===== src/sysconf_pkg.sv =====
// constants shared by the system configuration block and its testbench
// assumes a 100 MHz bus clock and 8-bit registers on 32-bit word addresses
package sysconf_pkg;
   // register byte offsets
   localparam logic [7:0] OFS_SYSTEM_OPTIONS = 8'h00;
   localparam logic [7:0] OFS_CLOCK_OUTPUT_CONTROL = 8'h04;
   localparam logic [7:0] OFS_PART_ID_HIGH = 8'h08;
   localparam logic [7:0] OFS_PART_ID_LOW = 8'h0C;
   localparam logic [7:0] OFS_PERIODIC_WAKEUP_CONTROL = 8'h10;
   // system options fields
   localparam int WATCHDOG_ENABLE_BIT = 7;
   localparam int WATCHDOG_LONG_TIMEOUT_BIT = 6;
   localparam int STOP_ALLOW_BIT = 5;
   localparam logic [2:0] SYSTEM_OPTIONS_RESET = 3'b110;
   // clock output control fields
   localparam int CLOCK_OUT_PIN_ENABLE_BIT = 4;
   localparam int CLOCK_OUT_DIVIDE_LSB = 0;
   localparam logic [3:0] CLOCK_OUTPUT_CONTROL_RESET = 4'h0;
   // wakeup control fields
   localparam int WAKEUP_TIMEOUT_FLAG_BIT = 7;
   localparam int WAKEUP_TIMEOUT_ACK_BIT = 6;
   localparam int WAKEUP_CLOCK_SELECT_BIT = 5;
   localparam int WAKEUP_IRQ_ENABLE_BIT = 4;
   localparam int WAKEUP_DELAY_LSB = 0;
   localparam logic [4:0] WAKEUP_CONTROL_RESET = 5'h00;
   // identification, values arbitrary
   localparam logic [11:0] PART_NUMBER = 12'h0A5C;
   localparam logic [3:0] PART_REVISION = 4'h1;
   // internal oscillator rate and periods in ms
   localparam int LPO_FREQ_KHZ = 1;
   localparam int WAKE_MS_1 = 8;
   localparam int WAKE_MS_2 = 32;
   localparam int WAKE_MS_3 = 64;
   localparam int WAKE_MS_4 = 128;
   localparam int WAKE_MS_5 = 256;
   localparam int WAKE_MS_6 = 512;
   localparam int WAKE_MS_7 = 1024;
   // crystal periods in crystal cycles
   localparam int WAKE_XTAL_1 = 256;
   localparam int WAKE_XTAL_2 = 1024;
   localparam int WAKE_XTAL_3 = 2048;
   localparam int WAKE_XTAL_4 = 4096;
   localparam int WAKE_XTAL_5 = 8192;
   localparam int WAKE_XTAL_6 = 16384;
   localparam int WAKE_XTAL_7 = 32768;
   localparam int WAKE_CNT_W = 15;
endpackage : sysconf_pkg


===== src/clock_out_divider.sv =====
// bus clock divider for the clock output pin
// assumes enable and select come from registers on the same clock
`timescale 1ns/1ps
module clock_out_divider (
   input wire logic clk_i,
   input wire logic reset_n_i,
   input wire logic enable_i,
   input wire logic [2:0] divide_i,
   output logic clk_out_o,
   output logic drive_n_o
);
   logic [2:0] count_r;
   logic [2:0] divide_r;

   // restart on a select change so no runt half period
   always_ff @(posedge clk_i or negedge reset_n_i) begin
      if (!reset_n_i) begin
         divide_r <= 3'h0;
      end else begin
         divide_r <= divide_i;
      end
   end

   // half period of divide bus cycles
   always_ff @(posedge clk_i or negedge reset_n_i) begin
      if (!reset_n_i) begin
         count_r <= 3'h0;
         clk_out_o <= 1'b0;
      end else if (!enable_i || divide_i == 3'h0 || divide_i != divide_r) begin
         count_r <= 3'h0;
         clk_out_o <= 1'b0;
      end else if (count_r == divide_i - 3'h1) begin
         count_r <= 3'h0;
         clk_out_o <= ~clk_out_o;
      end else begin
         count_r <= count_r + 3'h1;
      end
   end

   always_ff @(posedge clk_i or negedge reset_n_i) begin
      if (!reset_n_i) begin
         drive_n_o <= 1'b1;
      end else begin
         drive_n_o <= ~enable_i;
      end
   end
endmodule : clock_out_divider


===== src/system_options_wakeup_clkout.sv =====
// system options, clock output control, part id and periodic wakeup timer
// assumes a single AHB-Lite master; wakeup clocks arrive as slow pin levels
//
// The register addresses and the AHB-Lite register port are this design's own decisions.
`timescale 1ns/1ps
module system_options_wakeup_clkout (
   input wire logic CLK_I,
   input wire logic RESET_N_I,
   input wire logic HSEL_I,
   input wire logic [31:0] HADDR_I,
   input wire logic [1:0] HTRANS_I,
   input wire logic HWRITE_I,
   input wire logic [2:0] HSIZE_I,
   input wire logic [31:0] HWDATA_I,
   input wire logic HREADY_I,
   output logic [31:0] HRDATA_O,
   output logic HREADYOUT_O,
   output logic HRESP_O,
   input wire logic LPO_CLK_I,
   input wire logic XTAL_CLK_I,
   input wire logic STOP_EXEC_I,
   output logic WATCHDOG_ENABLE_O,
   output logic WATCHDOG_LONG_TIMEOUT_O,
   output logic STOP_ALLOW_O,
   output logic STOP_ENTER_O,
   output logic ILLEGAL_OPCODE_RESET_O,
   output logic CLOCK_OUT_PORT_PIN_O,
   output logic CLOCK_OUT_PORT_PIN_OE_N_O,
   output logic WAKEUP_IRQ_O
);
   typedef enum logic [2:0] {
      BUS_IDLE = 3'b001,
      BUS_WRITE = 3'b010,
      BUS_READ = 3'b100
   } bus_state_e;

   bus_state_e bus_state_r;
   logic [7:0] addr_r;
   logic [31:0] rdata_r;
   logic ready_r;
   logic accept;
   logic wr_en;
   logic [7:0] wdata;
   logic [7:0] read_mux;

   logic watchdog_enable_r;
   logic watchdog_long_timeout_r;
   logic stop_allow_r;
   logic options_written_r;
   logic clock_out_pin_enable_r;
   logic [2:0] clock_out_divide_select_r;
   logic wakeup_timeout_flag_r;
   logic wakeup_clock_select_r;
   logic wakeup_irq_enable_r;
   logic [2:0] wakeup_delay_select_r;
   logic irq_r;
   logic stop_enter_r;
   logic illegal_r;

   logic [2:0] lpo_sync_r;
   logic [2:0] xtal_sync_r;
   logic tick;
   logic [sysconf_pkg::WAKE_CNT_W-1:0] wake_count_r;
   logic [sysconf_pkg::WAKE_CNT_W-1:0] wake_last;
   logic wake_timeout;

   // address phase taken only for an active transfer on a ready bus
   assign accept = HSEL_I && HTRANS_I[1] && HREADY_I;
   assign wr_en = (bus_state_r == BUS_WRITE);
   assign wdata = HWDATA_I[7:0];

   // reads take one wait state so a write just before is always visible
   always_ff @(posedge CLK_I or negedge RESET_N_I) begin
      if (!RESET_N_I) begin
         bus_state_r <= BUS_IDLE;
         addr_r <= 8'h00;
         ready_r <= 1'b1;
      end else begin
         case (bus_state_r)
            BUS_IDLE, BUS_WRITE: begin
               if (accept) begin
                  addr_r <= HADDR_I[7:0];
                  bus_state_r <= HWRITE_I ? BUS_WRITE : BUS_READ;
                  ready_r <= HWRITE_I;
               end else begin
                  bus_state_r <= BUS_IDLE;
                  ready_r <= 1'b1;
               end
            end
            BUS_READ: begin
               bus_state_r <= BUS_IDLE;
               ready_r <= 1'b1;
            end
            default: begin
               bus_state_r <= BUS_IDLE;
               ready_r <= 1'b1;
            end
         endcase
      end
   end

   always_comb begin
      read_mux = 8'h00;
      case (addr_r)
         sysconf_pkg::OFS_SYSTEM_OPTIONS: begin
            read_mux[sysconf_pkg::WATCHDOG_ENABLE_BIT] = watchdog_enable_r;
            read_mux[sysconf_pkg::WATCHDOG_LONG_TIMEOUT_BIT] = watchdog_long_timeout_r;
            read_mux[sysconf_pkg::STOP_ALLOW_BIT] = stop_allow_r;
         end
         sysconf_pkg::OFS_CLOCK_OUTPUT_CONTROL: begin
            read_mux[sysconf_pkg::CLOCK_OUT_PIN_ENABLE_BIT] = clock_out_pin_enable_r;
            read_mux[sysconf_pkg::CLOCK_OUT_DIVIDE_LSB +: 3] = clock_out_divide_select_r;
         end
         // fixed id, revision in reserved bits
         sysconf_pkg::OFS_PART_ID_HIGH: begin
            read_mux = {sysconf_pkg::PART_REVISION, sysconf_pkg::PART_NUMBER[11:8]};
         end
         sysconf_pkg::OFS_PART_ID_LOW: begin
            read_mux = sysconf_pkg::PART_NUMBER[7:0];
         end
         sysconf_pkg::OFS_PERIODIC_WAKEUP_CONTROL: begin
            read_mux[sysconf_pkg::WAKEUP_TIMEOUT_FLAG_BIT] = wakeup_timeout_flag_r;
            read_mux[sysconf_pkg::WAKEUP_CLOCK_SELECT_BIT] = wakeup_clock_select_r;
            read_mux[sysconf_pkg::WAKEUP_IRQ_ENABLE_BIT] = wakeup_irq_enable_r;
            read_mux[sysconf_pkg::WAKEUP_DELAY_LSB +: 3] = wakeup_delay_select_r;
         end
         default: begin
            read_mux = 8'h00;
         end
      endcase
   end

   always_ff @(posedge CLK_I or negedge RESET_N_I) begin
      if (!RESET_N_I) begin
         rdata_r <= 32'h0000_0000;
      end else if (bus_state_r == BUS_READ) begin
         rdata_r <= {24'h00_0000, read_mux};
      end
   end

   always_ff @(posedge CLK_I or negedge RESET_N_I) begin
      if (!RESET_N_I) begin
         watchdog_enable_r <= sysconf_pkg::SYSTEM_OPTIONS_RESET[2];
         watchdog_long_timeout_r <= sysconf_pkg::SYSTEM_OPTIONS_RESET[1];
         stop_allow_r <= sysconf_pkg::SYSTEM_OPTIONS_RESET[0];
      end else if (wr_en && addr_r == sysconf_pkg::OFS_SYSTEM_OPTIONS && !options_written_r) begin
         watchdog_enable_r <= wdata[sysconf_pkg::WATCHDOG_ENABLE_BIT];
         watchdog_long_timeout_r <= wdata[sysconf_pkg::WATCHDOG_LONG_TIMEOUT_BIT];
         stop_allow_r <= wdata[sysconf_pkg::STOP_ALLOW_BIT];
      end
   end

   always_ff @(posedge CLK_I or negedge RESET_N_I) begin
      if (!RESET_N_I) begin
         options_written_r <= 1'b0;
      end else if (wr_en && addr_r == sysconf_pkg::OFS_SYSTEM_OPTIONS) begin
         options_written_r <= 1'b1;
      end
   end

   always_ff @(posedge CLK_I or negedge RESET_N_I) begin
      if (!RESET_N_I) begin
         clock_out_pin_enable_r <= sysconf_pkg::CLOCK_OUTPUT_CONTROL_RESET[3];
         clock_out_divide_select_r <= sysconf_pkg::CLOCK_OUTPUT_CONTROL_RESET[2:0];
      end else if (wr_en && addr_r == sysconf_pkg::OFS_CLOCK_OUTPUT_CONTROL) begin
         clock_out_pin_enable_r <= wdata[sysconf_pkg::CLOCK_OUT_PIN_ENABLE_BIT];
         clock_out_divide_select_r <= wdata[sysconf_pkg::CLOCK_OUT_DIVIDE_LSB +: 3];
      end
   end

   // clock select, irq enable, delay select
   always_ff @(posedge CLK_I or negedge RESET_N_I) begin
      if (!RESET_N_I) begin
         wakeup_clock_select_r <= sysconf_pkg::WAKEUP_CONTROL_RESET[4];
         wakeup_irq_enable_r <= sysconf_pkg::WAKEUP_CONTROL_RESET[3];
         wakeup_delay_select_r <= sysconf_pkg::WAKEUP_CONTROL_RESET[2:0];
      end else if (wr_en && addr_r == sysconf_pkg::OFS_PERIODIC_WAKEUP_CONTROL) begin
         // bit 3 and flag bit not stored
         wakeup_clock_select_r <= wdata[sysconf_pkg::WAKEUP_CLOCK_SELECT_BIT];
         wakeup_irq_enable_r <= wdata[sysconf_pkg::WAKEUP_IRQ_ENABLE_BIT];
         wakeup_delay_select_r <= wdata[sysconf_pkg::WAKEUP_DELAY_LSB +: 3];
      end
   end

   // wakeup clocks come from pins; first stage read only by second
   always_ff @(posedge CLK_I or negedge RESET_N_I) begin
      if (!RESET_N_I) begin
         lpo_sync_r <= 3'h0;
         xtal_sync_r <= 3'h0;
      end else begin
         lpo_sync_r <= {lpo_sync_r[1:0], LPO_CLK_I};
         xtal_sync_r <= {xtal_sync_r[1:0], XTAL_CLK_I};
      end
   end

   // rising edge of the chosen source
   assign tick = wakeup_clock_select_r ? (xtal_sync_r[1] && !xtal_sync_r[2])
                                       : (lpo_sync_r[1] && !lpo_sync_r[2]);

   // period minus one, in source edges
   always_comb begin
      wake_last = '0;
      case ({wakeup_clock_select_r, wakeup_delay_select_r})
         4'b0_001: wake_last = 15'(sysconf_pkg::WAKE_MS_1 * sysconf_pkg::LPO_FREQ_KHZ - 1);
         4'b0_010: wake_last = 15'(sysconf_pkg::WAKE_MS_2 * sysconf_pkg::LPO_FREQ_KHZ - 1);
         4'b0_011: wake_last = 15'(sysconf_pkg::WAKE_MS_3 * sysconf_pkg::LPO_FREQ_KHZ - 1);
         4'b0_100: wake_last = 15'(sysconf_pkg::WAKE_MS_4 * sysconf_pkg::LPO_FREQ_KHZ - 1);
         4'b0_101: wake_last = 15'(sysconf_pkg::WAKE_MS_5 * sysconf_pkg::LPO_FREQ_KHZ - 1);
         4'b0_110: wake_last = 15'(sysconf_pkg::WAKE_MS_6 * sysconf_pkg::LPO_FREQ_KHZ - 1);
         4'b0_111: wake_last = 15'(sysconf_pkg::WAKE_MS_7 * sysconf_pkg::LPO_FREQ_KHZ - 1);
         4'b1_001: wake_last = 15'(sysconf_pkg::WAKE_XTAL_1 - 1);
         4'b1_010: wake_last = 15'(sysconf_pkg::WAKE_XTAL_2 - 1);
         4'b1_011: wake_last = 15'(sysconf_pkg::WAKE_XTAL_3 - 1);
         4'b1_100: wake_last = 15'(sysconf_pkg::WAKE_XTAL_4 - 1);
         4'b1_101: wake_last = 15'(sysconf_pkg::WAKE_XTAL_5 - 1);
         4'b1_110: wake_last = 15'(sysconf_pkg::WAKE_XTAL_6 - 1);
         4'b1_111: wake_last = 15'(sysconf_pkg::WAKE_XTAL_7 - 1);
         default: wake_last = '0;
      endcase
   end

   assign wake_timeout = tick && (wake_count_r == wake_last)
                         && (wakeup_delay_select_r != 3'h0);

   // select zero holds the timer; rewriting the control restarts it
   always_ff @(posedge CLK_I or negedge RESET_N_I) begin
      if (!RESET_N_I) begin
         wake_count_r <= '0;
      end else if (wakeup_delay_select_r == 3'h0 || wake_timeout
                   || (wr_en && addr_r == sysconf_pkg::OFS_PERIODIC_WAKEUP_CONTROL)) begin
         wake_count_r <= '0;
      end else if (tick) begin
         wake_count_r <= wake_count_r + 15'h0001;
      end
   end

   // flag set on timeout; set beats a same-cycle ack
   always_ff @(posedge CLK_I or negedge RESET_N_I) begin
      if (!RESET_N_I) begin
         wakeup_timeout_flag_r <= 1'b0;
      end else if (wake_timeout) begin
         wakeup_timeout_flag_r <= 1'b1;
      end else if (wr_en && addr_r == sysconf_pkg::OFS_PERIODIC_WAKEUP_CONTROL
                   && wdata[sysconf_pkg::WAKEUP_TIMEOUT_ACK_BIT]) begin
         wakeup_timeout_flag_r <= 1'b0;
      end
   end

   always_ff @(posedge CLK_I or negedge RESET_N_I) begin
      if (!RESET_N_I) begin
         irq_r <= 1'b0;
      end else begin
         irq_r <= wakeup_timeout_flag_r && wakeup_irq_enable_r;
      end
   end

   // stop attempt enters stop or forces illegal-opcode reset
   always_ff @(posedge CLK_I or negedge RESET_N_I) begin
      if (!RESET_N_I) begin
         stop_enter_r <= 1'b0;
         illegal_r <= 1'b0;
      end else begin
         stop_enter_r <= STOP_EXEC_I && stop_allow_r;
         illegal_r <= STOP_EXEC_I && !stop_allow_r;
      end
   end

   // divided bus clock to the pin
   clock_out_divider u_clock_out_divider (
      .clk_i(CLK_I),
      .reset_n_i(RESET_N_I),
      .enable_i(clock_out_pin_enable_r),
      .divide_i(clock_out_divide_select_r),
      .clk_out_o(CLOCK_OUT_PORT_PIN_O),
      .drive_n_o(CLOCK_OUT_PORT_PIN_OE_N_O)
   );

   // response is always okay; held in a flop so the output is registered
   always_ff @(posedge CLK_I or negedge RESET_N_I) begin
      if (!RESET_N_I) begin
         HRESP_O <= 1'b0;
      end else begin
         HRESP_O <= 1'b0;
      end
   end

   assign HRDATA_O = rdata_r;
   assign HREADYOUT_O = ready_r;
   assign WATCHDOG_ENABLE_O = watchdog_enable_r;
   assign WATCHDOG_LONG_TIMEOUT_O = watchdog_long_timeout_r;
   assign STOP_ALLOW_O = stop_allow_r;
   assign STOP_ENTER_O = stop_enter_r;
   assign ILLEGAL_OPCODE_RESET_O = illegal_r;
   assign WAKEUP_IRQ_O = irq_r;
endmodule : system_options_wakeup_clkout


===== config.mk =====
export PLATFORM = sky130hd
export DESIGN_NAME = system_options_wakeup_clkout
export DESIGN_NICKNAME = d
export VERILOG_FILES = /design/src/sysconf_pkg.sv /design/src/clock_out_divider.sv /design/src/system_options_wakeup_clkout.sv
export SDC_FILE = /design/constraint.sdc
export NUM_CORES = 1
export LEC_CHECK = 0
export BUFFER_PORTS_ARGS = -buffer_cell sky130_fd_sc_hd__buf_2
export CELL_PAD_IN_SITES_DETAIL_PLACEMENT = 0
export CELL_PAD_IN_SITES_GLOBAL_PLACEMENT = 2
export CORE_AREA = 2 2 121 123
export DETAILED_ROUTE_END_ITERATION = 10
export DIE_AREA = 0 0 123 125
export GPL_TIMING_DRIVEN = 1
export PLACE_DENSITY_LB_ADDON = 0.3
export REMOVE_ABC_BUFFERS = 1
export SETUP_SLACK_MARGIN = 0.05
export SLEW_MARGIN = 10
export SYNTH_ARGS = -nofsm -noshare
export SYNTH_HDL_FRONTEND = slang
export SYNTH_SLANG_ARGS = --single-unit
export TNS_END_PERCENT = 20

===== constraint.sdc =====
create_clock -name CLK_I -period 2.15 [get_ports CLK_I]
set_input_delay 0.43 -clock CLK_I [delete_from_list [all_inputs] [get_ports CLK_I]]
set_output_delay 0.43 -clock CLK_I [all_outputs]
set_load 0.01 [all_outputs]

==> flow_metrics.tcl <==
set metrics [dict create \
    status "finished clean" \
    wl_per_cell_um 13.5 \
    synthFlopType "dfrtp_1" \
    synth_compound_area_share_pct 9.93 \
    ys_ff_latch 66 \
    crit_buf_inv 1 \
    instances_no_fill 575 \
    crit_type "flop to flop" \
    whs_ns 0.0966 \
    p_leak_nw 1.89 \
    dp_hpwl_mm 5.40 \
    cts_tree "yes" \
    syn_avg_cell_area_um2 10.6 \
    initial_core_util_pct 24.3 \
    grt_pass1_wl_mm 13.1 \
    finalSetupViolCount 0 \
    crit_family "simple AND/OR/NAND/NOR gates" \
    cap_violations 0 \
    drt_iter0_markers 90 \
    layout_common_cells "dfrtp_1, buf_2, nand2_1, conb_1, mux2_2" \
    grt_max_degree 67 \
    synth_edf_count 0 \
    die_x_um 123 \
    layout_commonest_cell "dfrtp_1" \
    endpoint_kind "flop" \
    hold_class "primary input to async pin" \
    synth.cell_area_um2 3450 \
    overflow 0 \
    pin_count 119 \
    worstSkewPairLatency_ns 0.33 \
    ys_warn_count 0 \
    rsz0062_at_grt "true" \
    place_inst 556 \
    nets 467 \
    fin_crit_sh_pct 96.6 \
    max_freq_mhz 481 \
    cts.path.max_buffers 2 \
    std_cell_rows 44 \
    synthAdderAreaFrac_pct 2.03 \
    synth_top_area_share_pct 44.2 \
    core-area_um2 14200 \
    start_kind "flop" \
    crit_path_max_fanout 8 \
    power_mw 3.26 \
    max_stage_delay_ns 0.53 \
    skew_ns 0.00568 \
    hold_viol 0 \
    fin_util_pct 30.4 \
    place_area_um2 3900 \
    ir_drop_mv 0.276 \
    diodes 0 \
    io_buffers 40 \
    die-area_um2 15400 \
    synth-simple-area-share_pct 17.0 \
    numCtsBuffers 9 \
    drtAntennaViolNets 0 \
    relSlewSlack_pct 60.0 \
    synthCells 325 \
    synth.mux.area_fraction_pct 6.78 \
    timing.final.crit_period_ns 2.08 \
    syn_to_final_growth_pct 25.2 \
    ys_seq_area_share_pct 48.0 \
    yosysTopAreaCell "dfrtp_1" \
    cts_sinks 66 \
    dieHeight_um 125 \
    route.detailed.drc 0 \
    dr.pass1.iters 4 \
    worst_slew_pin_slew_ns 0.599 \
    h-tree-depth 3 \
    synth_top_family_by_area "simple AND/OR/NAND/NOR gates" \
    synth_area_leaders "dfrtp_1, mux2_2, buf_4, dfstp_2, xnor2_1" \
    synth_cell_types 49 \
    async_reset_ff_share_pct 100 \
    fillers 1516 \
    p_per_area_nw_per_um2 755 \
    synthXorXnorAreaFrac_pct 6.34 \
    cp_cell_sequence "or4b_1, a211oi_2, a21oi_2, a2111oi_4, and4_4, buf_12, a22o_1" \
    maxSlewViolCount 0 \
    cts.clk_slew.worst_paths_ns 0.05 \
    critical_path_arrival_ns 2.34 \
    layout-drive-gt1-share_pct 33.0 \
    antenna_found_initial 0 \
    clockRootBuffer "clkbuf_16" \
    grt_pass1_vias 2521 \
    worstPathRequired_ns 2.42 \
    cp_slowest_cell "or4b_1" \
    wl_mm 7.75 \
    gp_congestion 0.718 \
    design_area_um2 4320 \
    grt_usage_pct 11.0 \
    vias 2492 \
    vias_per_cell 4.33 \
]
stage by stage:
stage	setup TNS, ns	setup slack, ns
after floorplan	-5.63	-0.409
final	0	0.0726
after global placement	-1.05	-0.0961
after global routing	-0.0267	-0.0267
after CTS	-0.523	-0.0784
after detailed placement	-0.890	-0.0935
worst paths after layout:
kind	startpoint	to	slack [ns]	cells past startpoint
worst max-delay path	wake_count_r[6]	wakeup_timeout_flag_r	0.07	7
worst min-delay path	RESET_N_I	wake_count_r[10]	0.1	2
worst max register to register	wake_count_r[6]	wakeup_timeout_flag_r	0.07	7
worst min register to register	lpo_sync_r[0]	lpo_sync_r[1]	0.35	0
max in group asynchronous	RESET_N_I	u_clock_out_divider.drive_n_o	1.69	2
min in group CLK_I	XTAL_CLK_I	xtal_sync_r[0]	0.20	1
flip-flops by register name (all words and copies together), names as in the netlist, 3 cells and up:
register and flops:
wake_count_r 15, HRDATA_O 8, addr_r 8, bus_state_r 3, clock_out_divide_select_r 3, lpo_sync_r 3
u_clock_out_divider.count_r 3, u_clock_out_divider.divide_r 3, wakeup_delay_select_r 3, xtal_sync_r 3
kinds of logic (layout without fill, tap and decap cells):
kind of cell / Yosys count / after routing
flip-flops: 66 / 66
AND/OR/NAND/NOR: 103 / 103
AO/OA/AOI/OAI: 49 / 49
buffers and inverters: 54 / 96
XOR/XNOR: 25 / 25
other: 1 / 25
multiplexers: 21 / 21
adder cells (fa/ha/maj): 6 / 6
layout make-up:
type	count	area [um^2]	area share (%)
clock buffer	14	264	6.11
clock inverter	2	12.5	0.290
inverter	13	48.8	1.13
multi-input combinational	229	1630	37.7
sequential	66	1660	38.4
tap	184	230	5.33
timing repair buffer	67	479	11.1
power by group:
group | internal [mW] | switching (mW)
combinational | 0.202 | 0.215
clock | 0.842 | 0.520
sequential | 1.36 | 0.126
total | 2.40 | 0.861
per-layer routing:
layer  share of wire, %  global-route usage [%]
met3                3.6                    2.05
met5                  0                       0
met1                 50                    15.9
met4                2.3                    5.41
met2                 44                    15.6
synth_stat cells, drive strengths merged (8+ instances only):
library cell	instances
a21oi	11
buf	33
clkbuf	8
dfrtp	61
inv	13
mux2	19
nand2	25
nand3	9
nor2	14
nor3	21
o21ai	15
xnor2	13
xor2	12
what timing repair did:
item / 4_1_cts / 5_1_grt
resized for setup: 4 / 21
buffers inserted: 0 / 2
cloned: 1 / 0
pin swaps: 11 / 12
endpoints found under the setup margin: 15 / 19
hold buffers: 0 / 0
Power figures use the tool's default switching activity.
